**src/logic/irpe_pkg.sv**
```systemverilog
// Package of constants and carrier types for the infrared pulse encoder/decoder
package irpe_pkg;
  localparam int          IRPE_DATA_W      = 1;
  localparam int          IRPE_FIFO_DEPTH  = 32;
  localparam logic [3:0]  IRPE_BIT_TICKS   = 4'hF;   // Baud ticks per bit, minus one
  localparam logic [3:0]  IRPE_PULSE_TICKS = 4'h3;   // Three sixteenths of a bit
  localparam logic [3:0]  IRPE_SAMPLE_TICK = 4'h8;   // Centre of the bit period
  localparam logic [4:0]  IRPE_WIN_LATE    = 5'h08;  // Window closes eight ticks after the expected pulse
  localparam logic [4:0]  IRPE_WIN_EARLY   = 5'h0C;  // Window opens this many ticks into the bit
  localparam logic        IRPE_IDLE_LINE   = 1'b1;

  typedef enum logic [1:0] {
    IRPE_RX_IDLE  = 2'b00,
    IRPE_RX_TRACK = 2'b01
  } irpe_rx_state_t;

  typedef enum logic [1:0] {
    IRPE_TX_IDLE  = 2'b00,
    IRPE_TX_BIT   = 2'b01
  } irpe_tx_state_t;

  typedef struct packed {
    logic bit_val;
  } irpe_bit_t;
endpackage : irpe_pkg

```
**src/logic/irpe_top.sv**
```systemverilog
// Infrared pulse encoder/decoder with transmit bit FIFO, between a UART and a transceiver
// How it works
// - Encode UART transmit bits into infrared pulses
// - Decode received pulses into bits for UART
// - Detection window ends eight ticks after pulse
// - No pulse in window: one, go idle
// - A falling edge in idle or in the window clears the tick counter
// - Resync never shifts bits given to UART
// - Enable input gates the whole function
`timescale 1ns/10ps

module irpe_fifo #(
  parameter int WIDTH = 1,
  parameter int DEPTH = 32
) (
  input  wire logic             i_core_clk,
  input  wire logic             i_rstn,
  input  wire logic [WIDTH-1:0] i_data,
  input  wire logic             i_valid,
  output logic                  o_ready,
  output logic      [WIDTH-1:0] o_data,
  output logic                  o_valid,
  input  wire logic             i_ready
);
  localparam int AW = $clog2(DEPTH);
  typedef struct packed {
    logic [DEPTH-1:0][WIDTH-1:0] mem;
    logic [AW-1:0]               wr;
    logic [AW-1:0]               rd;
    logic [AW:0]                 cnt;
    logic                        rdy;
  } irpe_fifo_st_t;
  irpe_fifo_st_t s_q;
  irpe_fifo_st_t s_d;
  logic          push;
  logic          pop;

  // Ready is a flop that already tells whether a slot is free at the coming edge
  assign o_ready = s_q.rdy;
  assign o_valid = (s_q.cnt != '0);
  assign o_data  = s_q.mem[s_q.rd];
  assign push    = i_valid && o_ready;
  assign pop     = o_valid && i_ready;

  always_comb begin
    s_d = s_q;
    if (push) begin
      s_d.mem[s_q.wr] = i_data;
      s_d.wr          = s_q.wr + 1'b1;
    end
    if (pop) begin
      s_d.rd = s_q.rd + 1'b1;
    end
    if (push && !pop) begin
      s_d.cnt = s_q.cnt + 1'b1;
    end else if (pop && !push) begin
      s_d.cnt = s_q.cnt - 1'b1;
    end
    s_d.rdy = (s_d.cnt != DEPTH[AW:0]);
  end

  always_ff @(posedge i_core_clk) begin
    if (!i_rstn) begin
      s_q <= '0;
    end else begin
      s_q <= s_d;
    end
  end
endmodule : irpe_fifo

// Encoder: one bit per sixteen baud ticks, a zero lights the LED briefly
module irpe_enc
  import irpe_pkg::*;
(
  input  wire logic i_core_clk,
  input  wire logic i_rstn,
  input  wire logic i_enable,
  input  wire logic i_baud_tick,
  input  wire logic i_bit_valid,
  input  wire logic i_bit,
  output logic      o_bit_take,
  output logic      o_led
);
  typedef struct packed {
    irpe_tx_state_t st;
    logic [3:0]     cnt;
    logic           led;
  } irpe_enc_st_t;

  irpe_enc_st_t s_q;
  irpe_enc_st_t s_d;

  // A bit leaves the queue only on a tick, so every bit spans whole ticks
  assign o_bit_take = i_enable && i_baud_tick && (s_q.st == IRPE_TX_IDLE);
  assign o_led      = s_q.led;

  always_comb begin
    s_d = s_q;
    if (!i_enable) begin
      s_d.st  = IRPE_TX_IDLE;
      s_d.cnt = 4'h0;
      s_d.led = 1'b0;
    end else if (i_baud_tick) begin
      unique case (s_q.st)
        IRPE_TX_IDLE: begin
          if (i_bit_valid) begin
            s_d.st  = IRPE_TX_BIT;
            s_d.cnt = 4'h0;
            s_d.led = !i_bit;
          end else begin
            s_d.led = 1'b0;
          end
        end
        IRPE_TX_BIT: begin
          s_d.cnt = s_q.cnt + 4'h1;
          if (s_q.cnt + 4'h1 == IRPE_PULSE_TICKS) begin
            s_d.led = 1'b0;
          end
          // Last tick of the bit; the next tick fetches the following bit
          if (s_q.cnt == IRPE_BIT_TICKS - 4'h1) begin
            s_d.st = IRPE_TX_IDLE;
          end
        end
        default: begin
          s_d.st  = IRPE_TX_IDLE;
          s_d.led = 1'b0;
        end
      endcase
    end
  end

  always_ff @(posedge i_core_clk) begin
    if (!i_rstn) begin
      s_q <= '0;
    end else begin
      s_q <= s_d;
    end
  end
endmodule : irpe_enc

// Decoder: a low pulse on the line marks a zero bit
module irpe_dec
  import irpe_pkg::*;
(
  input  wire logic i_core_clk,
  input  wire logic i_rstn,
  input  wire logic i_enable,
  input  wire logic i_baud_tick,
  input  wire logic i_ir_rx,
  output logic      o_rx_bit
);
  typedef struct packed {
    irpe_rx_state_t st;
    logic [4:0]     cnt;
    logic           prev;
    logic           seen;
    logic           bit_val;
  } irpe_dec_st_t;

  // Last tick of the window, eight ticks past the expected next pulse
  localparam logic [4:0]   DEC_WIN_END = 5'h10 + IRPE_WIN_LATE - 5'h01;
  // Previous level resets to idle so release of reset gives no false edge
  localparam irpe_dec_st_t DEC_RST     = '{st:      IRPE_RX_IDLE,
                                           cnt:     5'h00,
                                           prev:    IRPE_IDLE_LINE,
                                           seen:    1'b0,
                                           bit_val: IRPE_IDLE_LINE};

  irpe_dec_st_t s_q;
  irpe_dec_st_t s_d;
  logic         fall;

  // Input taken as synchronous; edge seen against last registered level
  assign fall     = s_q.prev && !i_ir_rx;
  assign o_rx_bit = s_q.bit_val;

  always_comb begin
    s_d      = s_q;
    s_d.prev = i_ir_rx;
    if (!i_enable) begin
      s_d.st      = IRPE_RX_IDLE;
      s_d.cnt     = 5'h00;
      s_d.seen    = 1'b0;
      s_d.bit_val = IRPE_IDLE_LINE;
    end else begin
      unique case (s_q.st)
        IRPE_RX_IDLE: begin
          if (fall) begin
            s_d.st   = IRPE_RX_TRACK;
            s_d.cnt  = 5'h00;
            s_d.seen = 1'b1;
          end
        end
        IRPE_RX_TRACK: begin
          // Falls outside the window are noise and leave the timing alone
          if (fall && (s_q.cnt >= IRPE_WIN_EARLY)) begin
            // Counter realigns only; the bit already given out is untouched
            s_d.cnt  = 5'h00;
            s_d.seen = 1'b1;
          end else if (i_baud_tick) begin
            s_d.cnt = s_q.cnt + 5'h01;
            if (s_q.cnt == {1'b0, IRPE_SAMPLE_TICK}) begin
              s_d.bit_val = !s_q.seen;
              s_d.seen    = 1'b0;
            end
            if (s_q.cnt == DEC_WIN_END) begin
              // No pulse by the window end: the bit is a one
              s_d.st      = IRPE_RX_IDLE;
              s_d.bit_val = IRPE_IDLE_LINE;
            end
          end
        end
        default: begin
          s_d.st      = IRPE_RX_IDLE;
          s_d.bit_val = IRPE_IDLE_LINE;
        end
      endcase
    end
  end

  always_ff @(posedge i_core_clk) begin
    if (!i_rstn) begin
      s_q <= DEC_RST;
    end else begin
      s_q <= s_d;
    end
  end
endmodule : irpe_dec

module irpe_top
  import irpe_pkg::*;
(
  input  wire logic i_core_clk,
  input  wire logic i_rstn,
  input  wire logic i_infrared_function_enable,
  input  wire logic i_baud_tick,
  input  wire logic i_uart_tx_bit,
  input  wire logic i_uart_tx_valid,
  output logic      o_uart_tx_ready,
  input  wire logic i_ir_rx,
  output logic      o_ir_tx,
  output logic      o_uart_rx_bit
);
  irpe_bit_t fifo_out;
  irpe_bit_t fifo_in;
  logic      fifo_valid;
  logic      fifo_take;
  logic      fifo_rstn;

  assign fifo_in.bit_val = i_uart_tx_bit;

  // Disabling flushes queued bits, so nothing stale is sent on re-enable
  assign fifo_rstn = i_rstn && i_infrared_function_enable;

  // Back-pressure reaches the UART: it only shifts a bit when a slot is free
  irpe_fifo #(
    .WIDTH (IRPE_DATA_W),
    .DEPTH (IRPE_FIFO_DEPTH)
  ) u_fifo (
    .i_core_clk (i_core_clk),
    .i_rstn     (fifo_rstn),
    .i_data     (fifo_in),
    .i_valid    (i_uart_tx_valid && i_infrared_function_enable),
    .o_ready    (o_uart_tx_ready),
    .o_data     (fifo_out),
    .o_valid    (fifo_valid),
    .i_ready    (fifo_take)
  );

  irpe_enc u_enc (
    .i_core_clk  (i_core_clk),
    .i_rstn      (i_rstn),
    .i_enable    (i_infrared_function_enable),
    .i_baud_tick (i_baud_tick),
    .i_bit_valid (fifo_valid),
    .i_bit       (fifo_out.bit_val),
    .o_bit_take  (fifo_take),
    .o_led       (o_ir_tx)
  );

  irpe_dec u_dec (
    .i_core_clk  (i_core_clk),
    .i_rstn      (i_rstn),
    .i_enable    (i_infrared_function_enable),
    .i_baud_tick (i_baud_tick),
    .i_ir_rx     (i_ir_rx),
    .o_rx_bit    (o_uart_rx_bit)
  );
endmodule : irpe_top

```
**config.mk**
```make
export PLATFORM = sky130hd
export DESIGN_NAME = irpe_top
export DESIGN_NICKNAME = d
export VERILOG_FILES = /design/src/logic/irpe_pkg.sv /design/src/logic/irpe_top.sv
export SDC_FILE = /design/constraint.sdc
export NUM_CORES = 1
export LEC_CHECK = 0
export BUFFER_PORTS_ARGS = -buffer_cell sky130_fd_sc_hd__buf_2
export CAP_MARGIN = 20
export CORE_ASPECT_RATIO = 0.6
export CORE_MARGIN = 5
export CORE_UTILIZATION = 52
export CTS_BUF_LIST = sky130_fd_sc_hd__clkbuf_8
export CTS_CLUSTER_DIAMETER = 200
export DETAILED_ROUTE_END_ITERATION = 10
export PLACE_DENSITY = 0.78
export SETUP_SLACK_MARGIN = 0.2
export SYNTH_ARGS = -nofsm -noshare
export SYNTH_HDL_FRONTEND = slang
export SYNTH_SLANG_ARGS = --single-unit
```
**constraint.sdc**
```tcl
create_clock -name i_core_clk -period 4.35 [get_ports i_core_clk]
set_input_delay 0.435 -clock i_core_clk [delete_from_list [all_inputs] [get_ports i_core_clk]]
set_output_delay 0.435 -clock i_core_clk [all_outputs]
set_load 0.01 [all_outputs]
```
# Yosys cells after proc, flatten, opt, wreduce, memory -nomap -nowiden
# Cells that the tools add are included.
# Widths: inputs -> output; s select.
[totals]
reg_bits = 66
in_bits = 7
out_inout_bits = 3
wordCells = 130
[classes]
add_sub_neg = 6
magnitude_cmp = 4
n_eq_ne = 17
muxes = 29
bitwise_logic = 1
reduce_logical = 29
[op_table]
columns = ["cell", "count"]
rows = [
  ["$bwmux 32", 1],
  ["$mux 6", 3],
  ["$add 5x1->5 const B", 3],
  ["$mux 7", 2],
  ["$lt 5x6->1 const B", 2],
  ["$reduce_and 4->1", 3],
  ["$logic_and 1x1->1", 11],
  ["$mux 2", 5],
  ["$pmux 5 s2", 1],
  ["$reduce_and 3->1", 3],
  ["$mux 1", 8],
  ["$ne 2x1->1 const B", 4],
  ["$pmux 2 s2", 2],
  ["$pmux 4 s2", 1],
  ["$add 6x1->6 const B", 1],
  ["$ne 2x2->1 const B", 3],
  ["$ne 3x1->1 const B", 2],
  ["$ne 6x6->1 const B", 1],
  ["$pmux 1 s2", 3],
  ["$reduce_bool 6->1", 1],
  ["$sub 6x1->6 const B", 1],
  ["$bmux 1 s5", 1],
  ["$demux 1 s5", 1],
  ["$eq 5x4->1 const B", 1],
  ["14 further kinds", 22],
]

# Logic depth before layout (Yosys ltp)
[logic_depth]
ltp_word = 7
mapped_depth = 9
mapped_depth_nobuf = 8

# Cells and area by module
# From an unflattened synthesis, not the netlist that was laid out.
[unflattened]
hier_cells = 410
hier_area_um2 = 3387.0
[modules_own_cells]
columns = ["mod", "instances", "cells_per_inst", "area_each_um2", "seq_area_each_um2"]
rows = [
  ["irpe_fifo", 1, 312, 2533.7, 980.9],
  ["irpe_dec", 1, 50, 457.9, 180.2],
  ["irpe_enc", 1, 46, 382.9, 120.1],
  ["irpe_top", 1, 2, 12.5, 0.0],
]

# Worst setup path after synthesis
# OpenSTA, ideal clock, no wires.
[synth_path]
path_type = "reg2reg"
from = "reg u_fifo.s_q[1] in the netlist's numbering"
to = "reg u_fifo.s_q, in the netlist u_fifo.o_ready"
setup_time_ps = 138
t_arrival_ps = 1695
t_required_ps = 4212
setup_slack_ps = 2517
path_stages_with_launch = 10
path_buffers = 1
period_less_slack_ps = 1833
path_cell_list = "dfxtp_1 inv_1 ha_1 nor2b_1 a21oi_1 buf_2 nand4_1 o21ai_0 xnor2_1 a41oi_1"
[synth_between]
elab_chain_cells = 6
word_cells_on_any_way = 10
classes_between = "2 x add/sub; 1 x eq/ne; 2 x mux; 5 x reduce/logical"
[synth_lines]
columns = ["element", "line", "source"]
rows = [
  ["start: declaration", "irpe_top.sv:33", "irpe_fifo_st_t s_q;"],
  ["start signal: assignment", "irpe_top.sv:64", "s_q <= '0;"],
  ["start signal: assignment", "irpe_top.sv:66", "s_q <= s_d;"],
  ["parallel branches: the longest is 4 deep, another holds $sub 6x1->6", "-", ""],
  ["$mux 6 *", "irpe_top.sv:54", "if (push && !pop) begin"],
  ["$ne 6x6->1 *", "irpe_top.sv:59", "s_d.rdy = (s_d.cnt != DEPTH[AW:0]);"],
]
# Every way passes the cells marked *.
# A chain may end at the register's enable or synchronous reset.

# Worst setup path in the final report
# Ends and elaborated chain as after synthesis.

==> flow_metrics.py <==
metrics = {
    "outcome": {
        "outcome": "finished, final reports clean",
    },
    "cells_and_area": {
        "layout.cells.most_common": "dfxtp_1",
        "layout-drive-gt1-share": 0.09669,
        "antennaDiodeCount": 0,
        "design_area_mm2": 0.003517,
        "multi_input_area_mm2": 0.001818,
        "nFillCells": 556,
        "fin_nets": 408,
        "syn_to_final_growth_pct": 9.420,
        "instances_no_fill": 477,
        "mostFrequentLayoutCells": "dfxtp_1 (64), nor2_1 (57), nand2_1 (50)",
        "seq_area_mm2": 0.001281,
    },
    "logic_synthesis": {
        "synth_cell_types": 36,
        "yosysWarnings": 0,
        "synth_compound_area_frac": 0.1362,
        "async_flop_share": 0,
        "synthSimpleGateAreaFrac": 0.2297,
        "synth_mux_area_frac": 0.1074,
        "syn_inst": 389,
        "yosys.area_share.adder": 0.05060,
        "ys_ff_latch": 64,
        "synth-edff-count": 0,
        "ys.flop_type": "dfxtp_1",
        "synth_area_leaders": "dfxtp_1 (40%), mux4_2 (7.0%), nor2_1 (6.7%), a21oi_1 (6.1%), nand2_1 (6.0%)",
        "seq_area_frac_synth": 0.3986,
        "synthXorXnorAreaFrac": 0.04087,
        "synth_area_leader_cell": "dfxtp_1",
        "synth_area_mm2": 0.003214,
        "syn-mean-instance-area_um2": 8.263,
        "synth_top_family_by_area": "simple AND/OR/NAND/NOR gates",
        "syn_nets": 409,
        "synth_top_area_share": 0.3986,
    },
    "placed_design": {
        "place_inst": 461,
        "place.port_buffers": 9,
        "place_congestion": 0.8354,
        "dp_hpwl_um": 5031,
        "post_dp_cell_area_mm2": 0.003299,
    },
    "grt": {
        "grt_pass1_vias": 2483,
        "grt_overflow": 0,
        "grtUsageTotal": 0.1942,
        "antenna_found_initial": 0,
        "grt_max_degree": 49,
        "grt_first_pass_wirelength_um": 12310,
    },
    "route": {
        "postRouteWirelength_um": 7336,
        "ant_nets": 0,
        "first_iter_violations": 297,
        "wl_per_cell_um": 15.38,
        "dr.pass1.iters": 5,
        "drc": 0,
        "dr_total_vias": 2770,
        "vias_per_cell": 5.807,
    },
    "timing": {
        "skew_ns": 0.004985,
        "finalCritPeriodShare": 0.5740,
        "period_needed_ns": 2.497,
        "timing_hold_violations_final": 0,
        "drv_slew": 0,
        "setup_violations": 0,
        "tightestPinTransition_ns": 0.9676,
        "max_freq_mhz": 400.5,
        "timing.slew.headroom": 0.3549,
        "setup_tns_ns": 0,
        "rsz0062_at_grt": "no",
    },
    "clocking": {
        "clk_path_buf_depth": 2,
        "clk_pin_slew_ns": 0.07,
        "cts_hold_buf": 0,
        "cts_tree": "done",
        "cts_sinks": 64,
        "h-tree-depth": 3,
        "cts_buffers": 9,
        "clk_latency_ns": 0.35,
        "post_cts_buffers": 0,
        "cts_root_buffer": "clkbuf_8",
        "post_cts_resized": 0,
    },
    "power_and_ir_drop": {
        "power.share.sequential": 0.496,
        "p_comb_frac": 0.042,
        "leakagePower_nw": 1.224,
        "vdd.ir_drop.worst_mv": 0.2311,
        "p_per_area_mw_per_mm2": 340.0,
        "p_sw_frac": 0.2236,
        "clkPwrFrac": 0.462,
        "p_sw_w": 0.0002674,
        "p_int_w": 0.0009283,
        "power.total_w": 0.001196,
    },
    "die": {
        "dieHeight_um": 70.90,
        "die_w_um": 111.5,
        "placementRows": 22,
        "dieArea_mm2": 0.007905,
        "initial_utilization": 0.5308,
        "io_pins": 10,
        "core_area_mm2": 0.006056,
    },
    "min_path": {
        "min_to": "u_dec.s_q[2]",
        "min_path_cells": 2,
        "hp-class": "in -> reg",
        "hp-start": "i_ir_rx",
    },
    "setup_path": {
        "setup.worst_path.class": "reg -> reg",
        "arrival_ns": 2.72,
        "path_max_fanout": 13,
        "crit_path_start_kind": "flop",
        "critical_path.endpoint_type": "flop",
        "r2r_setup_slack_ns": 1.85,
        "crit-reg2reg-capture": "u_fifo.o_ready",
        "r2r_start": "u_fifo.s_q[1]",
        "required_ns": 4.57,
        "worstRegToRegCells": 8,
    },
    "flow_run": {
        "drv_cap": 0,
    },
}
## synth_stat cells, types with 6 or more instances
library cell,n
nand2_1,51
nand3_1,20
o21ai_0,27
inv_1,8
dfxtp_1,64
clkbuf_1,20
ha_1,13
a21oi_1,39
nor3_1,6
xnor2_1,8
mux2i_1,12
xor2_1,7
nand4_1,10
nor2_1,57
mux4_2,10
## layout make-up
class	count	area share
Multi-Input combinational cell	295	0.5169
Sequential cell	64	0.3643
Clock buffer	13	0.05087
Tap cell	84	0.02988
Timing Repair Buffer	10	0.01850
Clock inverter	3	0.01103
Inverter	8	0.008538
## metal layers
layer  track usage  routed length [µm]
met3       0.06154                 537
met4       0.05803                  91
met5             0                   0
met1        0.2866                3689
met2        0.2705                3018
## worst max path at each step
stage	slack, ns	startpoint	end	depth (start not counted)
finish	1.85	u_fifo.s_q[1]	u_fifo.o_ready	8
global route	1.61	u_fifo.s_q[1]	u_fifo.o_ready	8
CTS	1.88	u_fifo.s_q[1]	u_fifo.o_ready	8
detailed placement	1.90	u_fifo.s_q[1]	u_fifo.o_ready	8
global placement	1.93	u_fifo.s_q[1]	u_fifo.o_ready	8
floorplan	2.52	u_fifo.s_q[1]	u_fifo.o_ready	9
## worst max-delay path: stages, from the launching register on
cell and delay [ns]:
dfxtp_1 0.43, inv_1 0.13, ha_1 0.20, nor2b_1 0.16, a21oi_1 0.75, nand2b_1 0.30, nand4_1 0.12, a31oi_1 0.17
a41oi_1 0.10
## power by group through the flow
stage                     combinational [W]  sequential [W]  clock [W]
after global routing              0.0000555        0.000593   0.000591
after global placement            0.0000464        0.000606          0
after floorplan                   0.0000345        0.000605          0
after detailed placement          0.0000496        0.000606          0
final                             0.0000507        0.000593   0.000552
after CTS                         0.0000500        0.000593   0.000559
## registers in the layout, summed over array words and instances, names as in the netlist
| name | count |
|---|---|
| u_enc.s_q | 5 |
| u_enc.o_led | 1 |
| u_fifo.s_q | 48 |
| u_fifo.o_ready | 1 |
| u_dec.o_rx_bit | 1 |
| u_dec.s_q | 8 |
## through the flow
stage          worst slack, ns  hold slack, ns  utilization
2_1_floorplan            2.517          0.4332            -
3_3_place_gp             1.934          0.4482       0.5415
3_5_place_dp             1.898          0.4507       0.5448
4_1_cts                  1.884          0.2807       0.5808
5_1_grt                  1.606          0.2881       0.5808
6_report                 1.853          0.2950       0.5808
## cells by family (layout without fill, tap and decap cells)
family,Yosys count,in the layout
xor gates and xnor gates,15,15
muxes,22,22
AOI/OAI and AO/OA,80,80
adders and majority gates,13,13
and+or+nand+nor,165,165
buffers and inverters,30,34
DFF,64,64
No activity file was read; power rests on OpenSTA's default activity.
